--- src/hw/dadc_pkg.sv ---
// How it works
// - two independent pwm outputs, x and y, duty tracks each axis acceleration
// - zero acceleration gives half duty, the zero-g reference point
// - scale factor is one fifth of the period duty change per g
// - period fixed at start to 8000 or 2000 sensor clock ticks, 10 ms (100 Hz) or 2.5 ms (400 Hz) on the internal clock
// - internal sensor clock near 800 kHz, optional external clock 400 kHz to 1.6 MHz
package dadc_pkg;
    // system clock
    localparam int SYS_CLK_HZ      = 100_000_000;
    // internal sensor clock and its divider from the system clock
    localparam int INT_CLK_HZ      = 800_000;
    localparam int INT_DIV_CYC     = SYS_CLK_HZ / INT_CLK_HZ;
    // period options in microseconds
    localparam int PERIOD_SLOW_US  = 10_000;
    localparam int PERIOD_FAST_US  = 2_500;
    // period options in sensor clock ticks
    localparam int PERIOD_SLOW_TCK = INT_CLK_HZ / 1000 * PERIOD_SLOW_US / 1000;
    localparam int PERIOD_FAST_TCK = INT_CLK_HZ / 1000 * PERIOD_FAST_US / 1000;
    // duty at zero g and duty change per g, in percent
    localparam int ZERO_G_DUTY_PCT = 50;
    localparam int SCALE_PCT_PER_G = 20;
    localparam int CNT_PER_G_SLOW  = PERIOD_SLOW_TCK * SCALE_PCT_PER_G / 100;
    localparam int CNT_PER_G_FAST  = PERIOD_FAST_TCK * SCALE_PCT_PER_G / 100;
    // fraction bits of the acceleration input (lsb = 1/1024 g)
    localparam int ACCEL_FRAC      = 10;
    // strap encoding of the period option
    localparam logic RATE_SLOW     = 1'b0;
    localparam logic RATE_FAST     = 1'b1;
    // reset values
    localparam logic PWM_RST       = 1'b0;
endpackage : dadc_pkg

--- src/hw/dadc_pwm_gen.sv ---
`timescale 1ns/1ps
module dadc_pwm_gen #(
    parameter int CW = 14,
    parameter int AW = 12
) (
    input  wire logic                 clk_i,
    input  wire logic                 rst_i,
    input  wire logic signed [AW-1:0] accel_x_i,
    input  wire logic signed [AW-1:0] accel_y_i,
    input  wire logic                 rate_sel_i,
    input  wire logic                 ext_clk_sel_i,
    input  wire logic                 ext_clk_i,
    output logic                      pwm_x_o,
    output logic                      pwm_y_o,
    output logic                      rate_fast_o
);
    localparam int DW = $clog2(dadc_pkg::INT_DIV_CYC);

    logic [DW-1:0]        div_ff;
    logic [DW-1:0]        nxt_div;
    logic                 strap_done_ff;
    logic                 rate_ff;
    logic                 ext_sel_ff;
    logic                 nxt_strap_done;
    logic                 nxt_rate;
    logic                 nxt_ext_sel;
    logic                 ext_q_ff;
    logic                 int_tick;
    logic                 ext_tick;
    logic                 tick;
    logic [CW-1:0]        period;
    logic [CW-1:0]        cnt_per_g;
    logic signed [AW-1:0] accel [2];
    logic                 pwm   [2];

    ////////////////////////////////////////////////////////////////////////
    // straps caught once after reset release
    always_comb begin
        nxt_strap_done = 1'b1;
        nxt_rate       = strap_done_ff ? rate_ff : rate_sel_i;
        nxt_ext_sel    = strap_done_ff ? ext_sel_ff : ext_clk_sel_i;
    end

    ////////////////////////////////////////////////////////////////////////
    // internal sensor clock divider and external clock edge
    always_comb begin
        int_tick = (div_ff == DW'(dadc_pkg::INT_DIV_CYC - 1));
        nxt_div  = int_tick ? '0 : div_ff + DW'(1);
        ext_tick = ext_clk_i && !ext_q_ff;
        tick     = strap_done_ff && (ext_sel_ff ? ext_tick : int_tick);
    end

    always_ff @(posedge clk_i) begin
        if (rst_i) begin
            div_ff        <= '0;
            strap_done_ff <= 1'b0;
            rate_ff       <= dadc_pkg::RATE_SLOW;
            ext_sel_ff    <= 1'b0;
            ext_q_ff      <= 1'b0;
        end else begin
            div_ff        <= nxt_div;
            strap_done_ff <= nxt_strap_done;
            rate_ff       <= nxt_rate;
            ext_sel_ff    <= nxt_ext_sel;
            ext_q_ff      <= ext_clk_i;
        end
    end

    ////////////////////////////////////////////////////////////////////////
    // period and scale for the chosen option
    always_comb begin
        if (rate_ff == dadc_pkg::RATE_FAST) begin
            period    = CW'(dadc_pkg::PERIOD_FAST_TCK);
            cnt_per_g = CW'(dadc_pkg::CNT_PER_G_FAST);
        end else begin
            period    = CW'(dadc_pkg::PERIOD_SLOW_TCK);
            cnt_per_g = CW'(dadc_pkg::CNT_PER_G_SLOW);
        end
    end

    ////////////////////////////////////////////////////////////////////////
    // one independent generator per axis
    assign accel[0] = accel_x_i;
    assign accel[1] = accel_y_i;
    for (genvar g = 0; g < 2; g++) begin : g_axis
        dadc_axis_pwm #(
            .CW (CW),
            .AW (AW)
        ) u_axis (
            .clk_i       (clk_i),
            .rst_i       (rst_i),
            .tick_i      (tick),
            .period_i    (period),
            .cnt_per_g_i (cnt_per_g),
            .accel_i     (accel[g]),
            .pwm_o       (pwm[g])
        );
    end

    assign pwm_x_o     = pwm[0];
    assign pwm_y_o     = pwm[1];
    assign rate_fast_o = rate_ff;

    ////////////////////////////////////////////////////////////////////////
    // checks
    a_int_tick_gap: assert property (@(posedge clk_i) disable iff (rst_i)
        strap_done_ff && !ext_sel_ff && tick |=> !tick [*8])
        else $error("internal tick too frequent");
    a_strap_hold: assert property (@(posedge clk_i) disable iff (rst_i)
        strap_done_ff |=> $stable(rate_ff) && $stable(ext_sel_ff))
        else $error("period option changed after start");
    a_ext_tick_src: assert property (@(posedge clk_i) disable iff (rst_i)
        strap_done_ff && ext_sel_ff && tick |-> ext_clk_i && !ext_q_ff)
        else $error("external tick without clock edge");
    a_period_pick: assert property (@(posedge clk_i) disable iff (rst_i)
        period == (rate_ff ? CW'(dadc_pkg::PERIOD_FAST_TCK) : CW'(dadc_pkg::PERIOD_SLOW_TCK)))
        else $error("period does not follow option");
endmodule : dadc_pwm_gen

--- src/hw/dadc_axis_pwm.sv ---
`timescale 1ns/1ps
module dadc_axis_pwm #(
    parameter int CW = 14,
    parameter int AW = 12
) (
    input  wire logic                 clk_i,
    input  wire logic                 rst_i,
    input  wire logic                 tick_i,
    input  wire logic [CW-1:0]        period_i,
    input  wire logic [CW-1:0]        cnt_per_g_i,
    input  wire logic signed [AW-1:0] accel_i,
    output logic                      pwm_o
);
    localparam int PW = AW + CW + 1;

    logic [CW-1:0]        cnt_ff;
    logic [CW-1:0]        nxt_cnt;
    logic [CW-1:0]        on_time_ff;
    logic [CW-1:0]        nxt_on_time;
    logic                 pwm_ff;
    logic                 nxt_pwm;
    logic signed [PW-1:0] prod;
    logic signed [PW-1:0] on_calc;
    logic [CW-1:0]        on_clamp;
    logic                 wrap;

    ////////////////////////////////////////////////////////////////////////
    // on time from acceleration: half period plus counts per g times a
    always_comb begin
        prod    = PW'(accel_i) * $signed({{(PW-CW){1'b0}}, cnt_per_g_i});
        on_calc = $signed({{(PW-CW){1'b0}}, period_i >> 1})
                  + (prod >>> dadc_pkg::ACCEL_FRAC);
        if (on_calc < 0) begin
            on_clamp = '0;
        end else if (on_calc > $signed({{(PW-CW){1'b0}}, period_i})) begin
            on_clamp = period_i;
        end else begin
            on_clamp = on_calc[CW-1:0];
        end
    end

    ////////////////////////////////////////////////////////////////////////
    // period counter, on time reloaded at each period boundary
    assign wrap = (cnt_ff >= period_i - CW'(1));
    always_comb begin
        nxt_cnt     = cnt_ff;
        nxt_on_time = on_time_ff;
        if (tick_i) begin
            if (wrap) begin
                nxt_cnt     = '0;
                nxt_on_time = on_clamp;
            end else begin
                nxt_cnt = cnt_ff + CW'(1);
            end
        end
        nxt_pwm = (cnt_ff < on_time_ff);
    end

    always_ff @(posedge clk_i) begin
        if (rst_i) begin
            cnt_ff     <= '0;
            on_time_ff <= '0;
            pwm_ff     <= dadc_pkg::PWM_RST;
        end else begin
            cnt_ff     <= nxt_cnt;
            on_time_ff <= nxt_on_time;
            pwm_ff     <= nxt_pwm;
        end
    end

    assign pwm_o = pwm_ff;

    ////////////////////////////////////////////////////////////////////////
    // checks
    a_period_wrap: assert property (@(posedge clk_i) disable iff (rst_i)
        tick_i && wrap |=> cnt_ff == '0)
        else $error("period counter did not wrap");
    a_on_load: assert property (@(posedge clk_i) disable iff (rst_i)
        tick_i && wrap |=> on_time_ff == $past(on_clamp))
        else $error("on time not loaded at period end");
    a_zero_g_half: assert property (@(posedge clk_i) disable iff (rst_i)
        tick_i && wrap && accel_i == '0 |=> on_time_ff == (period_i >> 1))
        else $error("zero g not at half duty");
    a_pwm_level: assert property (@(posedge clk_i) disable iff (rst_i)
        ##1 pwm_o == ($past(cnt_ff) < $past(on_time_ff)))
        else $error("pwm level disagrees with counter");
endmodule : dadc_axis_pwm

--- config.mk ---
export PLATFORM = sky130hd
export DESIGN_NAME = dadc_pwm_gen
export DESIGN_NICKNAME = d
export VERILOG_FILES = /design/src/hw/dadc_pkg.sv /design/src/hw/dadc_pwm_gen.sv /design/src/hw/dadc_axis_pwm.sv
export SDC_FILE = /design/constraint.sdc
export NUM_CORES = 1
export LEC_CHECK = 0
export ABC_CLOCK_PERIOD_IN_PS = 9100
export BUFFER_PORTS_ARGS = -buffer_cell sky130_fd_sc_hd__buf_2
export CAP_MARGIN = 20
export CORE_MARGIN = 2
export CORE_UTILIZATION = 60
export CTS_BUF_LIST = sky130_fd_sc_hd__clkbuf_8 sky130_fd_sc_hd__clkbuf_16
export DETAILED_ROUTE_END_ITERATION = 16
export HOLD_SLACK_MARGIN = 0.05
export MAX_ROUTING_LAYER = met4
export PLACE_DENSITY = 0.8
export SETUP_SLACK_MARGIN = 0.2
export SLEW_MARGIN = 10
export SYNTH_ARGS = -nofsm -noshare
export SYNTH_HDL_FRONTEND = slang
export SYNTH_HIERARCHICAL = 1
export SYNTH_SLANG_ARGS = --single-unit
--- constraint.sdc ---
create_clock -name clk_i -period 9.1 [get_ports clk_i]
set_input_delay 0 -clock clk_i [delete_from_list [all_inputs] [get_ports clk_i]]
set_output_delay 0 -clock clk_i [all_outputs]
set_load 0.02 [all_outputs]
==> insert_results.sql, run 1 <==
INSERT INTO impl_metrics (metric_group, metric, value, unit) VALUES
('clock_network', 'clockBufferDepth', '2', ''),
('critical_path', 'crit_slowest_cell', 'fa_1', ''),
('sta', 'max_slew.worst_pin.slew', '0.620', 'ns'),
('sta', 'finClkSkew', '0.00874', 'ns'),
('yosys', 'synth-xor-area-share', '0.0521', ''),
('drt', 'post_drt_wl_per_cell', '15.2', 'um'),
('yosys', 'postSynth.topFlopCell', 'dfxtp_1', ''),
('final_layout', 'syn2layout_area_growth', '8.89', '%'),
('clock_network', 'clk-insertion-delay-late', '0.35', 'ns'),
('floorplan', 'floorplan.rows', '63', ''),
('yosys', 'synth_compound_area_frac', '0.121', ''),
('final_layout', 'drive_above_1_share', '0.0634', ''),
('clock_network', 'root_buffer', 'clkbuf_16', ''),
('yosys', 'synthesis.area', '17800', 'um^2'),
('yosys', 'ys_async_sr_fraction', '0', ''),
('yosys', 'synth_warnings', '6', ''),
('sta', 'number_of_endpoints_failing_setup_at_the_final_stage', '0', ''),
('global_route', 'grt_overflow_total', '0', ''),
('critical_path', 'arrival', '8.81', 'ns'),
('final_layout', 'most-common-layout-cells', '323 x inv_1, 273 x ha_1, 240 x fa_1', ''),
('critical_path', 'required_time_reported_for_the_critical_path_endpoint', '9.30', 'ns'),
('yosys', 'yosys_cell_types', '78', ''),
('final_layout', 'diodes', '0', ''),
('critical_path', 'number_of_cells_on_the_worst_reg_to_reg_path', '37', ''),
('yosys', 'synth.yosys.seq_area_share', '0.0777', ''),
('clock_network', 'number_of_clock_sinks_seen_by_cts', '69', ''),
('clock_network', 'clk_transition_reported_paths', '0.06', 'ns'),
('clock_network', 'tritoncts.num_buffers', '9', ''),
('min_path', 'hold_class', 'in -> reg', ''),
('critical_path', 'critPathMaxFanout', '19', ''),
('global_route', 'initial_antenna_violation_count', '0', ''),
('sta', 'timing.final.crit_period', '8.61', 'ns'),
('drt', 'route.vias.total', '14400', ''),
('critical_path', 'max_stage_delay', '0.53', 'ns'),
('floorplan', 'die_area', '31000', 'um^2'),
('floorplan', 'io-pin-count', '32', ''),
('run', 'timing.max_cap.violations', '0', ''),
('drt', 'detail_route.wirelength', '39.5', 'mm'),
('yosys', 'synthSimpleGateAreaFrac', '0.195', ''),
('drt', 'drc', '0', ''),
('yosys', 'postSynthAreaPerCell', '8.61', 'um^2'),
('critical_path', 'crit_type', 'reg -> reg', ''),
('global_route', 'first_global_vias', '14700', ''),
('sta', 'timing.final.crit_share', '0.946', ''),
('place', 'place.gp.congestion', '0.920', ''),
('clock_network', 'cts_tree', 'done', ''),
('floorplan', 'die_width', '176', 'um'),
('global_route', 'grt_start_max_net_pins', '55', ''),
('yosys', 'main_combinational_cell_family_by_area_after_synthesis', 'adder cells', ''),
('critical_path', 'cp-end-kind', 'flip-flop', ''),
('critical_path', 'start_kind', 'flip-flop', ''),
('sta', 'finalHoldViolations', '0', ''),
('place', 'dp_hpwl', '31.7', 'mm'),
('drt', 'drt_iter0_markers', '927', ''),
('drt', 'vias_per_cell', '5.54', ''),
('floorplan', 'core_area', '29400', 'um^2'),
('sta', 'worst_slew_margin_rel', '0.587', ''),
('critical_path', 'critical-path-top-cell-by-count', 'fa_1', ''),
('sta', 'fmax', '116', 'MHz'),
('final_layout', 'fillers', '2356', ''),
('sta', 'grt_setup_unrepaired', 'false', ''),
('drt', 'antenna_violating_nets_post_route', '0', ''),
('global_route', 'first_pass_grt_wire_length', '66.2', 'mm'),
('yosys', 'synth_fa_ha_area_frac', '0.463', ''),
('yosys', 'post_synth_mux_area_share', '0.00401', ''),
('place', 'buffer_ports.inserted', '31', ''),
('yosys', 'postSynthRegisterBits', '69', ''),
('yosys', 'synth_enable_flop_cells', '0', ''),
('final_layout', 'final_common_cell', 'inv_1', ''),
('floorplan', 'floorplan.initialDensity', '0.605', ''),
('clock_network', 'cts-htree-levels', '3', ''),
('final_layout', 'final_net_count', '2747', ''),
('outcome', 'result_of_the_run', 'finished clean', ''),
('floorplan', 'die_h', '176', 'um'),
('sta', 'setup-tns-final', '0', 'ns'),
('global_route', 'grt_usage', '0.267', ''),
('drt', 'drtPass1Iterations', '5', ''),
('sta', 'slew_violations', '0', ''),
('yosys', 'syn-instance-count', '2065', ''),
('min_path', 'min_path_cells', '3', '');
[registers in the layout, indices dropped and copies added (netlist names)]
name                      flops
ext_sel_ff                    1
strap_done_ff                 1
g_axis.u_axis/pwm_o           2
g_axis.u_axis/on_time_ff     28
div_ff                        7
g_axis.u_axis/cnt_ff         28
rate_fast_o                   1
ext_q_ff                      1
[layer usage]
layer / vias up / track usage / wire length (um)
met2: 341 / 0.484 / 20900
met4: 0 / 0.0875 / 1220
met1: 7043 / 0.309 / 15900
met5: - / - / 0
li1: 6914 / - / -
met3: 91 / 0.0286 / 1550
[worst paths after layout]
check                   start                        endpoint  slack [ns]
hold reg to reg     div_ff[0]                       div_ff[0]        0.49
setup reg to reg  rate_fast_o  g_axis[1].u_axis/on_time_ff[0]        0.49
hold / removal     rate_sel_i                     rate_fast_o         0.1
setup / recovery  rate_fast_o  g_axis[1].u_axis/on_time_ff[0]        0.49
[per-stage QoR]
| step | area (um^2) | util | hold slack [ns] | instances | setup slack [ns] |
|---|---|---|---|---|---|
| CTS | 19100 | 0.651 | 0.0797 | 2589 | 0.250 |
| finish | 19400 | 0.659 | 0.0950 | 2599 | 0.491 |
| global placement | 18800 | 0.639 | 0.217 | 2568 | 0.313 |
| global route | 19400 | 0.659 | 0.0976 | 2599 | 0.113 |
| floorplan | 18300 | - | 0.0627 | 2209 | 0.239 |
| detailed placement | 18800 | 0.639 | 0.238 | 2568 | 0.214 |
[worst max-delay path: cells and delay by family, from the launching register on]
kind	cells	cell delay, ns
compound gates	10	1.87
buf+inv	7	0.77
fa+ha+maj	8	3.42
flops	1	0.41
simple gates	10	1.68
xor+xnor	2	0.31
[cells in the mapped netlist (9+ instances only)]
| library cell | number | area, um^2 |
|---|---|---|
| o21ai_0 | 33 | 165 |
| a21oi_1 | 67 | 335 |
| nor3_1 | 20 | 100 |
| and2_1 | 161 | 1010 |
| a31oi_1 | 12 | 75.1 |
| nand2b_1 | 16 | 100 |
| o221ai_2 | 21 | 315 |
| clkbuf_1 | 64 | 240 |
| nor2b_1 | 12 | 75.1 |
| xnor2_1 | 63 | 552 |
| o21a_1 | 18 | 135 |
| fa_1 | 240 | 4800 |
| ha_1 | 274 | 3430 |
| o221ai_1 | 10 | 87.6 |
| nor2_1 | 116 | 435 |
| and3_1 | 18 | 113 |
| o211ai_1 | 22 | 165 |
| nand2_1 | 226 | 848 |
| xor2_1 | 41 | 359 |
| nand4_1 | 46 | 288 |
| dfxtp_1 | 69 | 1380 |
| nand3_1 | 30 | 150 |
| a211oi_1 | 9 | 67.6 |
| inv_1 | 322 | 1210 |
| a21o_1 | 42 | 315 |
[final cells by class]
cell class / instances / area (um^2) / share of cell area
Clock inverter: 6 / 55.1 / 0.00284
Sequential cell: 69 / 1390 / 0.0715
Timing Repair Buffer: 57 / 435 / 0.0225
Tap cell: 390 / 488 / 0.0252
Timing Repair inverter: 1 / 7.51 / 0.000388
Clock buffer: 10 / 239 / 0.0123
Inverter: 324 / 1220 / 0.0630
Multi-Input combinational cell: 1742 / 15500 / 0.802
[cell families after synthesis]
logic type / after synthesis
other: 2
DFF: 69
and+or+nand+nor: 687
xor gates and xnor gates: 105
adders and majority gates: 514
buffers and inverters: 399
muxes: 7
AOI/OAI and AO/OA: 282
[what timing repair did]
action                     4_1_cts  5_1_grt
buffers inserted                 0        6
pin swaps                        0       15
setup endpoints to repair       11       28
hold buffers                     5        0
hold endpoints to repair         4        0
gates cloned                     0        3
gates resized for setup          2       36
Power of run 1 is not shown: default switching activity piles up to over one toggle a cycle in this logic, so the estimate is an artifact.
==> inputs of run 2 (changes only) <==
- RECOVER_POWER: not set -> 100
==> run 2 against run 1 <==
The run now ends with max-capacitance violations left. Critical endpoint is now g_axis[1].u_axis/on_time_ff[6]. Fmax down 0.49%. Cell area is 0.12% lower. Sequential share of layout area about the same. Via count shrank 0.36%. Sequential cell count is the same. Count of clock-buffer cells in the layout stayed put. Setup slack worse by 0.043 ns.
==> insert_results.sql, run 2 (synthesized netlist as in run 1, its figures left out) <==
INSERT INTO impl_metrics (metric_group, metric, value, unit) VALUES
('min_path', 'hold_class', 'in -> reg', ''),
('critical_path', 'start_kind', 'flip-flop', ''),
('sta', 'number_of_endpoints_failing_setup_at_the_final_stage', '0', ''),
('critical_path', 'required_time_reported_for_the_critical_path_endpoint', '9.28', 'ns'),
('sta', 'fmax', '116', 'MHz'),
('place', 'buffer_ports.inserted', '31', ''),
('run', 'timing.max_cap.violations', '1', ''),
('sta', 'worst_slew_margin_rel', '0.00232', ''),
('global_route', 'first_global_vias', '14700', ''),
('floorplan', 'floorplan.rows', '63', ''),
('global_route', 'grt_start_max_net_pins', '55', ''),
('clock_network', 'clockBufferDepth', '2', ''),
('sta', 'finClkSkew', '0.00948', 'ns'),
('clock_network', 'clk_transition_reported_paths', '0.06', 'ns'),
('sta', 'grt_setup_unrepaired', 'false', ''),
('drt', 'route.vias.total', '14300', ''),
('critical_path', 'setup_slack_reg_to_reg', '0.45', 'ns'),
('final_layout', 'layout_top_registers', 'g_axis.u_axis/cnt_ff: 28 flops, g_axis.u_axis/on_time_ff: 28 flops, div_ff: 7 flops', ''),
('drt', 'drt_iter0_markers', '863', ''),
('final_layout', 'final_cell_count_no_fill', '2599', ''),
('critical_path', 'cp-end-kind', 'flip-flop', ''),
('critical_path', 'crit_type', 'reg -> reg', ''),
('outcome', 'result_of_the_run', 'complete, but fails checks', ''),
('place', 'dp_hpwl', '31.7', 'mm'),
('final_layout', 'final_common_cell', 'inv_1', ''),
('global_route', 'first_pass_grt_wire_length', '66.2', 'mm'),
('final_layout', 'final_net_count', '2747', ''),
('clock_network', 'cts_tree', 'done', ''),
('sta', 'max_slew.worst_pin.slew', '1.50', 'ns'),
('floorplan', 'die_width', '176', 'um'),
('clock_network', 'tritoncts.num_buffers', '9', ''),
('sta', 'timing.final.crit_share', '0.951', ''),
('floorplan', 'core_area', '29400', 'um^2'),
('final_layout', 'drive_above_1_share', '0.0611', ''),
('sta', 'finalHoldViolations', '0', ''),
('floorplan', 'floorplan.initialDensity', '0.605', ''),
('sta', 'timing.final.crit_period', '8.65', 'ns'),
('critical_path', 'critPathMaxFanout', '19', ''),
('global_route', 'initial_antenna_violation_count', '0', ''),
('min_path', 'min_path_cells', '3', ''),
('sta', 'slew_violations', '0', ''),
('drt', 'antenna_violating_nets_post_route', '0', ''),
('critical_path', 'arrival', '8.83', 'ns'),
('clock_network', 'clk-insertion-delay-late', '0.35', 'ns'),
('sta', 'setup-tns-final', '0', 'ns'),
('critical_path', 'crit_slowest_cell', 'fa_1', ''),
('clock_network', 'number_of_clock_sinks_seen_by_cts', '69', ''),
('floorplan', 'die_h', '176', 'um'),
('final_layout', 'most-common-layout-cells', '323 x inv_1, 273 x ha_1, 240 x fa_1', ''),
('drt', 'drtPass1Iterations', '5', ''),
('drt', 'drc', '0', ''),
('drt', 'post_drt_wl_per_cell', '15.2', 'um'),
('place', 'placed_cells', '2568', ''),
('critical_path', 'max_stage_delay', '0.53', 'ns'),
('floorplan', 'io-pin-count', '32', ''),
('clock_network', 'root_buffer', 'clkbuf_16', ''),
('floorplan', 'die_area', '31000', 'um^2'),
('clock_network', 'cts-htree-levels', '3', ''),
('outcome', 'violations_in_the_final_reports', 'max-capacitance violations', ''),
('drt', 'vias_per_cell', '5.52', ''),
('global_route', 'grt_usage', '0.267', ''),
('drt', 'detail_route.wirelength', '39.5', 'mm'),
('final_layout', 'diodes', '0', ''),
('global_route', 'grt_overflow_total', '0', ''),
('critical_path', 'number_of_cells_on_the_worst_reg_to_reg_path', '37', ''),
('final_layout', 'syn2layout_area_growth', '8.76', '%'),
('critical_path', 'critical-path-top-cell-by-count', 'fa_1', ''),
('place', 'place.gp.congestion', '0.920', '');
run 2: cell types whose count changed in the layout (fill, tap and decap cells not counted), moves of 2 or more:
cell / change
buf_4: -2
buf_2: -3
clkbuf_1: +5
and2_4: -2
and2_2: +2
run 2: final timing paths:
check | start | to
setup / recovery | rate_fast_o | g_axis[1].u_axis/on_time_ff[6]
hold / removal | rate_sel_i | rate_fast_o
setup reg to reg | rate_fast_o | g_axis[1].u_axis/on_time_ff[6]
hold reg to reg | div_ff[0] | div_ff[0]
run 2: what timing repair did:
action / 4_1_cts / 5_1_grt
resized for setup: 2 / 36
hold endpoints to repair: 4 / 0
gates cloned: 0 / 3
pin swaps: 0 / 15
hold buffers: 5 / 0
setup buffers: 0 / 6
setup endpoints to repair: 11 / 28
run 2: routing by layer:
layer | wire, um | global-route usage | part of all wire | vias to the layer above
li1 | - | - | - | 6910
met1 | 16000 | 0.309 | 0.40 | 7023
met2 | 20900 | 0.484 | 0.53 | 327
met3 | 1490 | 0.0286 | 0.038 | 77
met4 | 1180 | 0.0875 | 0.030 | 0
met5 | 0 | - | 0 | -
run 2: metrics by stage:
step | utilization | hold slack, ns | instance area (um^2) | setup slack [ns]
6_report | 0.658 | 0.0943 | 19300 | 0.448
3_5_place_dp | 0.639 | 0.238 | 18800 | 0.214
5_1_grt | 0.658 | 0.0976 | 19300 | 0.0601
4_1_cts | 0.651 | 0.0797 | 19100 | 0.250
2_1_floorplan | - | 0.0627 | 18300 | 0.239
3_3_place_gp | 0.639 | 0.217 | 18800 | 0.313
run 2: layout make-up:
type	count	area [um^2]
Timing Repair Buffer	57	424
Sequential cell	69	1390
Timing Repair inverter	1	7.51
Clock buffer	10	239
Clock inverter	6	55.1
Multi-Input combinational cell	1742	15500
Tap cell	390	488
Inverter	324	1220
Fill cell	2362	10100
run 2: worst max-delay path: cells and delay by family, from the launching register on:
family | cells | cell delay (ns)
adders and majority gates | 8 | 3.46
AOI/OAI and AO/OA | 10 | 1.91
and+or+nand+nor | 10 | 1.67
buffers and inverters | 7 | 0.77
DFF | 1 | 0.41
xor gates and xnor gates | 2 | 0.27
Power of run 2 is left out for the same reason.
